<file path="src/smc_params.svh">
// offsets, field positions, reset values and timing counts for the mode controller
// assumes a 200 MHz core clock and a 32-bit avalon-mm register port
`ifndef SMC_PARAMS_SVH
`define SMC_PARAMS_SVH
// ==========================================================
// register offsets (byte addresses)
`define SMC_MODE_CTRL_OFS 4'h0
`define SMC_HARDWARE_CONTROL_REGISTER_OFS 4'h4
`define SMC_WATCHDOG_CONTROL_REGISTER_OFS 4'h8
`define SMC_STATUS_OFS 4'hc
// ==========================================================
// field positions
`define SMC_HW_MISS_SEL_BIT 0
`define SMC_WD_LIMIT_BIT 0
`define SMC_WD_TRIG_BIT 1
`define SMC_MODE_SOFT_RST 3'h7
// ==========================================================
// reset values
`define SMC_HARDWARE_CONTROL_REGISTER_RST 1'b0
`define SMC_WD_LIMIT_RST 1'b0
// ==========================================================
// timing: clock period, reset delay and long open window
`define SMC_CLK_PS 5000
`define SMC_RESET_DELAY_US 10
`define SMC_LONG_WINDOW_MS 200
`define SMC_RESET_DELAY_CYC (`SMC_RESET_DELAY_US * 1000000 / `SMC_CLK_PS)
`define SMC_LONG_WINDOW_CYC (`SMC_LONG_WINDOW_MS * 1000000 / (`SMC_CLK_PS / 1000))
`define SMC_RESET_LIMIT 2'h3
`endif

</file>
<file path="src/smc_pkg.sv">
// types shared by the mode controller files
// assumes smc_params.svh supplies the numeric constants
package smc_pkg;
  // ==========================================================
  // operating modes
  typedef enum logic [2:0] {
    SMC_INIT = 3'b000,
    SMC_NORMAL = 3'b001,
    SMC_STOP = 3'b010,
    SMC_SLEEP = 3'b011,
    SMC_RESTART = 3'b100,
    SMC_FAILSAFE = 3'b101
  } smc_mode_t;
endpackage

</file>
<file path="src/smc_mode_ctrl.sv">
// operating-mode controller: modes, strap sampling, reset output, watchdog
// assumes a 200 MHz core_clk, avalon-mm master, asynchronous pins
`timescale 1ns/10ps
`include "smc_params.svh"
module smc_mode_ctrl
  import smc_pkg::*;
#(
  parameter int unsigned RESET_DELAY_CYC = `SMC_RESET_DELAY_CYC,
  parameter int unsigned LONG_WINDOW_CYC = `SMC_LONG_WINDOW_CYC
) (
  input wire logic core_clk,
  input wire logic sys_rst,
  input wire logic [3:0] avs_address,
  input wire logic avs_read,
  input wire logic avs_write,
  input wire logic [31:0] avs_writedata,
  input wire logic [3:0] avs_byteenable,
  output logic [31:0] avs_readdata,
  output logic avs_waitrequest,
  input wire logic main_supply_ok,
  input wire logic supply_uv_timeout_ok,
  input wire logic thermal_shutdown_level_two,
  input wire logic main_supply_short,
  input wire logic wake_event,
  input wire logic strap_in,
  output logic strap_out,
  output logic strap_oe,
  output logic strap_pullup_en,
  output logic fail_outputs,
  output logic reset_output_pin_n,
  output logic main_regulator_en,
  output logic main_supply_undervoltage_flag,
  output smc_pkg::smc_mode_t operating_mode
);
  import smc_pkg::*;
  // ==========================================================
  // synchronised pins
  logic supply_ok_s;
  logic uv_to_ok_s;
  logic tsd_s;
  logic short_s;
  logic wake_s;
  logic strap_s;
  smc_sync #(.RST_VAL(1'b0)) u_sync_sup (.core_clk(core_clk),
    .sys_rst(sys_rst), .pin_in(main_supply_ok), .pin_sync(supply_ok_s));
  smc_sync #(.RST_VAL(1'b0)) u_sync_uvto (.core_clk(core_clk),
    .sys_rst(sys_rst), .pin_in(supply_uv_timeout_ok),
    .pin_sync(uv_to_ok_s));
  smc_sync #(.RST_VAL(1'b0)) u_sync_tsd (.core_clk(core_clk),
    .sys_rst(sys_rst), .pin_in(thermal_shutdown_level_two),
    .pin_sync(tsd_s));
  smc_sync #(.RST_VAL(1'b0)) u_sync_sc (.core_clk(core_clk),
    .sys_rst(sys_rst), .pin_in(main_supply_short), .pin_sync(short_s));
  smc_sync #(.RST_VAL(1'b0)) u_sync_wk (.core_clk(core_clk),
    .sys_rst(sys_rst), .pin_in(wake_event), .pin_sync(wake_s));
  smc_sync #(.RST_VAL(1'b1)) u_sync_st (.core_clk(core_clk),
    .sys_rst(sys_rst), .pin_in(strap_in), .pin_sync(strap_s));
  // ==========================================================
  // state
  smc_mode_t mode_reg;
  smc_mode_t mode_next;
  logic [2:0] mode_field_reg;
  logic [2:0] mode_field_next;
  logic miss_sel_reg;
  logic miss_sel_next;
  logic limit_reg;
  logic limit_next;
  logic debug_reg;
  logic debug_next;
  logic released_reg;
  logic released_next;
  logic miss_cnt_reg;
  logic miss_cnt_next;
  logic [1:0] rst_cnt_reg;
  logic [1:0] rst_cnt_next;
  logic fail_reg;
  logic fail_next;
  logic wd_fail_reg;
  logic wd_fail_next;
  logic uv_reg;
  logic uv_next;
  logic ack_reg;
  logic ack_next;
  logic [31:0] rdata_reg;
  logic [31:0] rdata_next;
  // ==========================================================
  // bus decode
  logic req;
  logic wr_now;
  logic wr_mode;
  logic wr_hw;
  logic wr_wd;
  logic trig;
  logic any_cmd;
  assign req = (avs_read || avs_write) && !ack_reg;
  assign wr_now = avs_write && !ack_reg;
  assign any_cmd = req;
  assign wr_mode = wr_now && avs_address == `SMC_MODE_CTRL_OFS
    && avs_byteenable[0];
  assign wr_hw = wr_now && avs_address == `SMC_HARDWARE_CONTROL_REGISTER_OFS
    && avs_byteenable[0];
  assign wr_wd = wr_now && avs_address == `SMC_WATCHDOG_CONTROL_REGISTER_OFS
    && avs_byteenable[0];
  assign trig = wr_wd && avs_writedata[`SMC_WD_TRIG_BIT];
  // ==========================================================
  // timers
  logic rd_start;
  logic rd_run;
  logic rd_done;
  logic wd_start;
  logic wd_run;
  logic wd_done;
  logic wd_stop;
  logic in_restart;
  logic critical;
  assign critical = tsd_s || short_s;
  assign in_restart = mode_reg == SMC_RESTART;
  // reset delay reloads while the supply is low or restart is entered
  assign rd_start = !supply_ok_s
    || (mode_reg != SMC_RESTART && mode_next == SMC_RESTART)
    || (mode_reg == SMC_INIT && !released_reg && !rd_run
        && !rd_done && supply_ok_s);
  smc_timer #(.WIDTH(32), .COUNT(RESET_DELAY_CYC)) u_rd (
    .core_clk(core_clk), .sys_rst(sys_rst), .start(rd_start),
    .stop(1'b0), .hold(1'b0), .running(rd_run),
    .expired(rd_done));
  // window reloads after each expiry so a second miss can be counted
  assign wd_start = (rd_done && mode_reg == SMC_INIT) || trig
    || (rd_done && in_restart) || wd_done;
  assign wd_stop = mode_reg == SMC_SLEEP || mode_reg == SMC_FAILSAFE
    || mode_reg == SMC_RESTART || !released_reg;
  smc_timer #(.WIDTH(32), .COUNT(LONG_WINDOW_CYC)) u_wd (
    .core_clk(core_clk), .sys_rst(sys_rst), .start(wd_start),
    .stop(wd_stop), .hold(debug_reg), .running(wd_run),
    .expired(wd_done));
  // ==========================================================
  // mode and control next values
  logic miss_fires;
  always_comb begin
    mode_next = mode_reg;
    mode_field_next = mode_field_reg;
    miss_sel_next = miss_sel_reg;
    limit_next = limit_reg;
    debug_next = debug_reg;
    released_next = released_reg;
    miss_cnt_next = miss_cnt_reg;
    rst_cnt_next = rst_cnt_reg;
    fail_next = fail_reg;
    wd_fail_next = wd_fail_reg;
    uv_next = uv_reg;
    miss_fires = 1'b0;
    if (wr_hw) begin
      miss_sel_next = avs_writedata[`SMC_HW_MISS_SEL_BIT];
    end
    if (wr_wd) begin
      limit_next = avs_writedata[`SMC_WD_LIMIT_BIT];
    end
    if (mode_reg == SMC_INIT && !released_reg) begin
      debug_next = !strap_s;
    end
    if (trig) begin
      miss_cnt_next = 1'b0;
    end
    // undervoltage flag only once a threshold has been passed
    if (!supply_ok_s && (released_reg || uv_to_ok_s)) begin
      uv_next = 1'b1;
    end else if (wr_mode && avs_writedata[3]) begin
      uv_next = 1'b0;
    end
    if (wd_done && !debug_reg) begin
      if (miss_sel_reg || miss_cnt_reg) begin
        miss_fires = 1'b1;
        miss_cnt_next = 1'b0;
      end else begin
        miss_cnt_next = 1'b1;
      end
    end
    if (miss_fires) begin
      wd_fail_next = 1'b1;
      fail_next = 1'b1;
    end
    case (mode_reg)
      SMC_INIT: begin
        if (rd_done) begin
          released_next = 1'b1;
        end
        if (released_reg && any_cmd) begin
          mode_next = SMC_NORMAL;
          mode_field_next = SMC_NORMAL;
        end
        if (miss_fires) begin
          mode_next = SMC_RESTART;
        end
        // wake_s is not looked at in init
      end
      SMC_NORMAL, SMC_STOP: begin
        if (wr_mode) begin
          case (avs_writedata[2:0])
            SMC_NORMAL: mode_next = SMC_NORMAL;
            SMC_STOP: mode_next = SMC_STOP;
            SMC_SLEEP: mode_next = (mode_reg == SMC_STOP) ?
              SMC_RESTART : SMC_SLEEP;
            `SMC_MODE_SOFT_RST: mode_next = SMC_INIT;
            default: mode_next = mode_reg;
          endcase
          mode_field_next = avs_writedata[2:0];
          if (avs_writedata[2:0] == `SMC_MODE_SOFT_RST) begin
            released_next = 1'b0;
            mode_field_next = SMC_INIT;
          end
        end
        if (miss_fires) begin
          if (limit_reg && rst_cnt_reg == `SMC_RESET_LIMIT) begin
            mode_next = mode_reg;
          end else begin
            mode_next = SMC_RESTART;
            if (rst_cnt_reg != `SMC_RESET_LIMIT) begin
              rst_cnt_next = rst_cnt_reg + 2'h1;
            end
          end
        end
        if (trig) begin
          rst_cnt_next = 2'h0;
        end
        if (!supply_ok_s) begin
          mode_next = SMC_RESTART;
        end
      end
      SMC_SLEEP: begin
        if (wake_s) begin
          mode_next = SMC_RESTART;
        end
      end
      SMC_RESTART: begin
        mode_field_next = 3'h0;
        if (rd_done && !critical) begin
          mode_next = SMC_NORMAL;
          mode_field_next = SMC_NORMAL;
        end
      end
      SMC_FAILSAFE: begin
        if (wake_s && !tsd_s) begin
          mode_next = SMC_RESTART;
        end
      end
      default: mode_next = SMC_INIT;
    endcase
    if (critical && mode_reg != SMC_FAILSAFE) begin
      mode_next = SMC_FAILSAFE;
    end
    if (mode_next == SMC_RESTART && mode_reg != SMC_RESTART) begin
      mode_field_next = 3'h0;
    end
  end
  // ==========================================================
  // bus next values
  always_comb begin
    ack_next = req;
    rdata_next = rdata_reg;
    if (avs_read && !ack_reg) begin
      case (avs_address)
        `SMC_MODE_CTRL_OFS: rdata_next = {28'h0, uv_reg, mode_field_reg};
        `SMC_HARDWARE_CONTROL_REGISTER_OFS: rdata_next = {30'h0, debug_reg, miss_sel_reg};
        `SMC_WATCHDOG_CONTROL_REGISTER_OFS: rdata_next = {31'h0, limit_reg};
        `SMC_STATUS_OFS: rdata_next = {24'h0, wd_run, fail_reg,
          wd_fail_reg, rst_cnt_reg, mode_reg};
        default: rdata_next = 32'h0;
      endcase
    end
  end
  // ==========================================================
  // registers
  always_ff @(posedge core_clk) begin
    if (sys_rst) begin
      mode_reg <= SMC_INIT;
      mode_field_reg <= 3'h0;
      miss_sel_reg <= `SMC_HARDWARE_CONTROL_REGISTER_RST;
      limit_reg <= `SMC_WD_LIMIT_RST;
      debug_reg <= 1'b0;
      released_reg <= 1'b0;
      miss_cnt_reg <= 1'b0;
      rst_cnt_reg <= 2'h0;
      fail_reg <= 1'b0;
      wd_fail_reg <= 1'b0;
      uv_reg <= 1'b0;
      ack_reg <= 1'b0;
      rdata_reg <= 32'h0;
    end else begin
      mode_reg <= mode_next;
      mode_field_reg <= mode_field_next;
      miss_sel_reg <= miss_sel_next;
      limit_reg <= limit_next;
      debug_reg <= debug_next;
      released_reg <= released_next;
      miss_cnt_reg <= miss_cnt_next;
      rst_cnt_reg <= rst_cnt_next;
      fail_reg <= fail_next;
      wd_fail_reg <= wd_fail_next;
      uv_reg <= uv_next;
      ack_reg <= ack_next;
      rdata_reg <= rdata_next;
    end
  end
  // ==========================================================
  // outputs
  assign avs_waitrequest = !ack_reg;
  assign avs_readdata = rdata_reg;
  assign strap_pullup_en = mode_reg == SMC_INIT;
  assign strap_oe = mode_reg != SMC_INIT && fail_reg;
  assign strap_out = 1'b0;
  assign fail_outputs = fail_reg;
  assign reset_output_pin_n = released_reg && supply_ok_s
    && mode_reg != SMC_RESTART && mode_reg != SMC_SLEEP;
  assign main_regulator_en = mode_reg != SMC_SLEEP
    && mode_reg != SMC_FAILSAFE;
  assign main_supply_undervoltage_flag = uv_reg;
  assign operating_mode = mode_reg;
endmodule

</file>
<file path="src/smc_sync.sv">
// two flip-flop synchroniser for one pin level
// assumes the pin is asynchronous to core_clk
`timescale 1ns/10ps
module smc_sync #(
  parameter logic RST_VAL = 1'b0
) (
  input wire logic core_clk,
  input wire logic sys_rst,
  input wire logic pin_in,
  output logic pin_sync
);
  logic meta_reg;
  logic meta_next;
  logic sync_reg;
  logic sync_next;
  // ==========================================================
  // next values
  always_comb begin
    meta_next = pin_in;
    sync_next = meta_reg;
  end
  // ==========================================================
  // registers
  always_ff @(posedge core_clk) begin
    if (sys_rst) begin
      meta_reg <= RST_VAL;
      sync_reg <= RST_VAL;
    end else begin
      meta_reg <= meta_next;
      sync_reg <= sync_next;
    end
  end
  assign pin_sync = sync_reg;
endmodule

</file>
<file path="src/smc_timer.sv">
// loadable down counter that pulses when it runs out
// assumes start and hold come from logic on core_clk
`timescale 1ns/10ps
module smc_timer #(
  parameter int WIDTH = 32,
  parameter logic [WIDTH-1:0] COUNT = '1
) (
  input wire logic core_clk,
  input wire logic sys_rst,
  input wire logic start,
  input wire logic stop,
  input wire logic hold,
  output logic running,
  output logic expired
);
  logic [WIDTH-1:0] cnt_reg;
  logic [WIDTH-1:0] cnt_next;
  logic run_reg;
  logic run_next;
  logic exp_reg;
  logic exp_next;
  // ==========================================================
  // next values
  always_comb begin
    cnt_next = cnt_reg;
    run_next = run_reg;
    exp_next = 1'b0;
    if (start) begin
      cnt_next = COUNT;
      run_next = 1'b1;
    end else if (stop) begin
      run_next = 1'b0;
    end else if (run_reg && !hold) begin
      if (cnt_reg <= {{(WIDTH-1){1'b0}}, 1'b1}) begin
        run_next = 1'b0;
        exp_next = 1'b1;
      end else begin
        cnt_next = cnt_reg - {{(WIDTH-1){1'b0}}, 1'b1};
      end
    end
  end
  // ==========================================================
  // registers
  always_ff @(posedge core_clk) begin
    if (sys_rst) begin
      cnt_reg <= '0;
      run_reg <= 1'b0;
      exp_reg <= 1'b0;
    end else begin
      cnt_reg <= cnt_next;
      run_reg <= run_next;
      exp_reg <= exp_next;
    end
  end
  assign running = run_reg;
  assign expired = exp_reg;
endmodule

</file>
<file path="config.mk">
export PLATFORM = sky130hd
export DESIGN_NAME = smc_mode_ctrl
export DESIGN_NICKNAME = d
export VERILOG_FILES = /design/src/smc_pkg.sv /design/src/smc_mode_ctrl.sv /design/src/smc_sync.sv /design/src/smc_timer.sv
export VERILOG_INCLUDE_DIRS = /design/src
export SDC_FILE = /design/constraint.sdc
export NUM_CORES = 1
export LEC_CHECK = 0
export BUFFER_PORTS_ARGS = -buffer_cell sky130_fd_sc_hd__buf_2
export CAP_MARGIN = 20
export CORE_MARGIN = 3
export CORE_UTILIZATION = 56
export CTS_BUF_LIST = sky130_fd_sc_hd__clkbuf_8 sky130_fd_sc_hd__clkbuf_16
export CTS_CLUSTER_DIAMETER = 40
export DETAILED_ROUTE_END_ITERATION = 12
export HOLD_SLACK_MARGIN = 0.05
export PLACE_DENSITY = 0.79
export REMOVE_ABC_BUFFERS = 1
export SLEW_MARGIN = 20
export SYNTH_ARGS = -nofsm -noshare
export SYNTH_HDL_FRONTEND = slang
export SYNTH_SLANG_ARGS = --single-unit
</file>
<file path="constraint.sdc">
create_clock -name core_clk -period 3.5 [get_ports core_clk]
set_clock_uncertainty 0.1 [all_clocks]
set_input_delay 0.7 -clock core_clk [delete_from_list [all_inputs] [get_ports core_clk]]
set_output_delay 0.7 -clock core_clk [all_outputs]
set_load 0.01 [all_outputs]
</file>
Word-level counts from Yosys, hierarchy flattened
Index checks and enable logic that the tools add are counted.
{"block": "word_totals", "regBits": 128, "output_inout_bits": 43}
{"block": "classes", "n_addsub": 3, "order_cmp": 2, "eq_ne": 26, "n_mux": 50, "bitwise_logic": 5, "reduce_logical": 79}
{"operator": "2-to-1 mux 26 bit", "n": 4}
{"operator": "less-or-equal comparator 32 x 1 -> 1 bit (second input constant)", "n": 2}
{"operator": "subtractor 32 x 1 -> 32 bit (second input constant)", "n": 2}
{"operator": "2-to-1 mux 3 bit", "n": 14}
{"operator": "2-to-1 mux 11 bit", "n": 3}
{"operator": "case mux 8 bit (4 select lines)", "n": 1}
{"operator": "logical AND 1 bit", "n": 31}
{"operator": "2-to-1 mux 1 bit", "n": 20}
{"operator": "case mux 3 bit (5 select lines)", "n": 1}
{"operator": "nonzero test 2 bit", "n": 7}
{"operator": "equality test 3 x 2 -> 1 bit (second input constant)", "n": 4}
{"operator": "equality test 3 bit (second input constant)", "n": 4}
{"operator": "logical OR 1 bit", "n": 12}
{"operator": "case mux 3 bit (4 select lines)", "n": 1}
{"operator": "nonzero test 3 bit", "n": 4}
{"operator": "!= test 2 bit (second input constant)", "n": 5}
{"operator": "zero test 1 bit", "n": 9}
{"operator": "case mux 3 bit (3 select lines)", "n": 1}
{"operator": "AND reduction 3 bit", "n": 3}
{"operator": "equality test 4 bit (second input constant)", "n": 2}
{"operator": "2-to-1 mux 2 bit", "n": 4}
{"operator": "!= test 2 x 1 -> 1 bit (second input constant)", "n": 4}
{"operator": "AND reduction 4 bit", "n": 2}
{"operator": "OR reduction 2 bit", "n": 4}
{"operator": "13 further kinds", "n": 21}

Longest topological paths before layout
{"block": "depth", "depth_word": 15, "ltp_mapped": 9, "mapped_depth_nobuf": 8}

Modules after synthesis
A second synthesis with hierarchy kept.
{"block": "hier_totals", "hier_cells": 662, "area_unflattened_um2": 5579.1}
{"mod": "smc_timer (u_wd)", "n_inst": 1, "cells_per_inst": 224, "area_per_inst_um2": 1843.0}
{"mod": "smc_timer (u_rd)", "n_inst": 1, "cells_per_inst": 203, "area_per_inst_um2": 1726.7}
{"mod": "smc_mode_ctrl", "n_inst": 1, "cells_per_inst": 211, "area_per_inst_um2": 1694.1}
{"mod": "smc_sync", "n_inst": 6, "cells_per_inst": 4, "area_per_inst_um2": 52.6}

Least setup slack after synthesis
Ideal clock, no wire load.
{"block": "synth_timing", "path_type": "input-to-reg", "start": "input port avs_address[1]", "end": "register u_rd.cnt_reg[11]", "t_arrival_ns": 2.860, "required_ns": 3.283, "setup_slack_ns": 0.423, "cell_stages": 9, "cell_sequence": "or2_2 > clkbuf_1 > nor4_1 > a41o_1 > o211a_1 > a311o_1 > clkbuf_1 > buf_2 > nor2_1"}
{"block": "synth_via", "elab_chain_cells": 13}
{"item": "from (decl)", "line_no": "smc_mode_ctrl.sv:13", "source": "input wire logic [3:0] avs_address,"}
{"item": "zero test 4 bit"}
{"item": "logical AND 1 bit (no source line)"}
{"item": "logical AND 1 bit", "line_no": "smc_mode_ctrl.sv:98", "source": "assign wr_mode = wr_now && avs_address == `SMC_MODE_CTRL_OFS"}
{"item": "2-to-1 mux 3 bit", "line_no": "smc_mode_ctrl.sv:197", "source": "if (wr_mode) begin"}
{"item": "2-to-1 mux 3 bit", "line_no": "smc_mode_ctrl.sv:212", "source": "if (miss_fires) begin"}
{"item": "2-to-1 mux 3 bit", "line_no": "smc_mode_ctrl.sv:225", "source": "if (!supply_ok_s) begin"}
{"item": "case mux 3 bit (5 select lines)", "line_no": "smc_mode_ctrl.sv:182", "source": "case (mode_reg)"}
{"item": "2-to-1 mux 3 bit", "line_no": "smc_mode_ctrl.sv:248", "source": "if (critical && mode_reg != SMC_FAILSAFE) begin"}
{"item": "equality test 3 bit", "line_no": "smc_mode_ctrl.sv:120", "source": "|| (mode_reg != SMC_RESTART && mode_next == SMC_RESTART)"}
{"item": "logical AND 1 bit", "line_no": "smc_mode_ctrl.sv:120"}
{"item": "logical OR 1 bit", "line_no": "smc_mode_ctrl.sv:120"}
{"item": "logical OR 1 bit", "line_no": "smc_mode_ctrl.sv:121", "source": "|| (mode_reg == SMC_INIT && !released_reg && !rd_run"}
{"item": "OR reduction 2 bit (no source line)"}
{"item": "to (signal assigned)", "line_no": "smc_timer.sv:50", "source": "cnt_reg <= cnt_next;"}
{"item": "to (decl)", "line_no": "smc_timer.sv:16", "source": "logic [WIDTH-1:0] cnt_reg;"}
Every way passes these cells.
A chain may end at the register's enable or synchronous reset.

Worst setup path after layout
{"block": "layout_timing", "start": "register u_wd.cnt_reg[2]", "end": "register u_wd.cnt_reg[26]"}
{"block": "layout_via", "elab_chain_cells": 3, "elab_cells_between_ends": 4, "cone_classes": "1 x add/sub; 1 x order compare; 1 x bitwise; 1 x reduce/logical"}
{"item": "from (decl)", "line_no": "smc_timer.sv:16"}
{"item": "from (signal assigned)", "line_no": "smc_timer.sv:50"}
{"item": "less-or-equal comparator 32 x 1 -> 1 bit", "line_no": "smc_timer.sv:34", "source": "if (cnt_reg <= {{(WIDTH-1){1'b0}}, 1'b1}) begin"}
{"item": "NOT 1 bit (no source line)"}
{"item": "AND reduction 3 bit (no source line)"}
Several ways; a longest one is shown, not always the timed one.

==> impl_metrics.json <==
{
  "netlist.area_leader.share": 0.3941,
  "synth_area_um2": 5233,
  "drc": 0,
  "status": "complete, no violations",
  "numPortBuffers": 36,
  "hold_slack_ns": 0.3162,
  "viasPerCell": 5.939,
  "fin_nets": 714,
  "synth-async-reset-ratio": 0,
  "max_freq_mhz": 330.3,
  "p_leak_uw": 0.002242,
  "placementRows": 34,
  "syn_area_per_cell_um2": 8.372,
  "dr.pass1.iters": 4,
  "cts_root_buf": "clkbuf_8",
  "power_uw": 2276,
  "fin_setup_tns_ns": 0,
  "cts_setup_buffers": 0,
  "yosysMostFrequentCell": "dfxtp_1",
  "antenna_found_initial": 0,
  "yosys-top-cells-area": "dfxtp_1 39%, nor2_1 6.5%, xnor2_1 6.5%, buf_4 3.7%, a21oi_1 3.4%",
  "insertion_delay_ns": 0.37,
  "cts_resized": 0,
  "drtAntennaViolNets": 0,
  "post-dp-hpwl_um": 8405,
  "ys.flop_type": "dfxtp_1",
  "cts_tree": "done",
  "ys_ff_latch": 103,
  "max_cap_viol_count": 0,
  "hold_path_end": "debug_reg$_SDFFE_PP0P_",
  "slowest_delay_ns": 0.68,
  "path_cells": "or4_4 > nor4_4 > nand3_2 > or4_1 > or4_1 > a21oi_1",
  "worstPathMaxFanout": 9,
  "postCtsHoldBufs": 0,
  "setup_viol_count_final": 0,
  "gp_congestion": 0.8651,
  "grt_max_degree": 37,
  "multiInputGateArea_um2": 2912,
  "rsz0062_at_grt": "no",
  "period_minus_slack_ns": 3.028,
  "cpMostUsedCell": "or4_1",
  "cp.depth": 6,
  "first_iter_violations": 282,
  "end_kind": "flip-flop",
  "cp.arrival_ns": 3.24,
  "syn_inst": 625,
  "grt_usage": 0.2284,
  "reg2reg_from": "u_wd.cnt_reg[2]$_SDFFE_PP0P_",
  "cts_max_level": 3,
  "grt_pass1_wl_um": 19530,
  "worst_ep_required_time_ns": 3.71,
  "vias": 4585,
  "r2r_cells": 6,
  "initial_core_util": 0.5885,
  "grt_overflow": 0,
  "crit_path_top_delay_cell": "or4_1",
  "critical_path_class": "flip-flop to flip-flop",
  "power_density_nw_per_um2": 400.2,
  "critPathLaunchType": "flip-flop",
  "critPathBufInv": 0,
  "wl_per_cell_um": 15.25,
  "core_area_um2": 8891,
  "maxSlewViolCount": 0,
  "grt_pass1_vias": 4328,
  "synthDistinctLibCells": 63,
  "ys_seq_area_frac": 0.3941,
  "fillers": 748,
  "die_w_um": 102.7,
  "worstHoldStart": "u_sync_st.pin_sync$_SDFF_PP1_",
  "io_pins": 93,
  "layout-drive-gt1-share": 0.1295,
  "seqCellArea_um2": 2062,
  "dieArea_um2": 10540,
  "max_slew_margin": 0.4652,
  "syn2layout_area_growth_pct": 8.680,
  "routed_wl_um": 11780,
  "yosysTopAreaCell": "dfxtp_1",
  "synthTopCellsByCount": "103 x dfxtp_1, 91 x nor2_1, 39 x xnor2_1",
  "dpl_cell_area_um2": 5466,
  "cts.clk_slew.worst_paths_ns": 0.10,
  "synth_edf_count": 0,
  "fin_crit_sh": 0.8650,
  "cts_buffer_depth": 2,
  "insertedDiodeCount": 0,
  "yosysWarningCount": 0,
  "die_height_um": 102.7,
  "ir_drop_v": 0.0002578,
  "min_path_type": "flip-flop to flip-flop",
  "reg2reg_setup_slack_ns": 0.47,
  "cts_buffers": 9,
  "r2r_end": "u_wd.cnt_reg[26]$_SDFFE_PP0P_",
  "whs_path_depth": 1,
  "worst_slew_pin_slew_ns": 0.7948,
  "final_area_um2": 5687,
  "hold_viol_final": 0,
  "clkSinkCount": 103,
  "cpLargestDelayFamily": "simple AND/OR/NAND/NOR gates"
}
-- report_power, final --
group          switching [uW]  internal [uW]
logic                     153           89.0
registers                22.5           1190
clock network             413            404
total                     588           1690
-- final cells by class --
class                      count  share of cell area
inverter                      14            0.009241
sequential                   103              0.3626
tap                          108             0.02376
clock inverter                 7             0.01694
multi-input combinational    480              0.5120
timing repair buffer          51             0.05369
clock buffer                   9             0.02178
-- cells in the final DEF (no fill, tap or decap), types with 8 or more instances in the layout --
master,netlist,routed
dfxtp_1,103,103
nor2_1,91,91
xnor2_1,39,39
a21oi_1,36,36
buf_2,3,36
nand2_1,32,32
nor3_1,31,31
conb_1,1,25
nor4_1,20,20
nor2b_1,16,16
inv_1,14,15
o21ai_0,14,14
buf_4,26,14
a211oi_1,13,13
or4_1,13,13
a22oi_1,12,12
nand3_1,11,11
xor2_1,10,10
clkbuf_8,0,9
or2_2,8,8
nand4_1,8,8
and3_1,8,8
-- worst max path at each step --
stage,start,endpoint
global placement,u_wd.cnt_reg[2]$_SDFFE_PP0P_,u_wd.cnt_reg[26]$_SDFFE_PP0P_
CTS,u_wd.cnt_reg[2]$_SDFFE_PP0P_,u_wd.cnt_reg[26]$_SDFFE_PP0P_
global route,u_wd.cnt_reg[2]$_SDFFE_PP0P_,u_wd.cnt_reg[26]$_SDFFE_PP0P_
finish,u_wd.cnt_reg[2]$_SDFFE_PP0P_,u_wd.cnt_reg[26]$_SDFFE_PP0P_
detailed placement,u_wd.cnt_reg[2]$_SDFFE_PP0P_,u_wd.cnt_reg[26]$_SDFFE_PP0P_
floorplan,avs_address[1],u_rd.cnt_reg[0]$_SDFFE_PP0P_
-- stage by stage --
| stage | util | cells | worst slack [ns] |
|---|---|---|---|
| finish | 0.6396 | 772 | 0.4724 |
| global route | 0.6396 | 772 | 0.3422 |
| CTS | 0.6396 | 772 | 0.4854 |
| detailed placement | 0.6148 | 756 | 0.5008 |
| global placement | 0.6148 | 756 | 0.5638 |
| floorplan | - | 597 | 0.4122 |
-- worst reg2reg max path, cell delays in order (launching register included) --
cell     delay (ns)
dfxtp_1        0.35
or4_4          0.59
nor4_4         0.40
nand3_2        0.20
or4_1          0.68
or4_1          0.51
a21oi_1        0.14
-- cell families (layout without fill, tap and decap cells) --
group                    count (synthesis)  after routing  share of synthesized area
AO/OA/AOI/OAI                          116            116                     0.1478
XOR/XNOR                                49             49                    0.08202
adder cells (fa/ha/maj)                  6              6                    0.01387
buffers and inverters                   66             81                    0.06671
flip-flops                             103            103                     0.3941
multiplexers                             8              8                    0.01770
other                                    1             25                  0.0007167
AND/OR/NAND/NOR                        276            276                     0.2771
-- metal layers --
metal / wire length (um) / track usage / vias to the layer above
met3: 759 / 0.03992 / 21
met1: 5014 / 0.2734 / 2136
met5: 0 / 0 / -
met4: 232 / 0.08476 / 0
li1: - / - / 2258
met2: 5770 / 0.4081 / 170
Note: power is estimated with default switching activity, not from simulation.
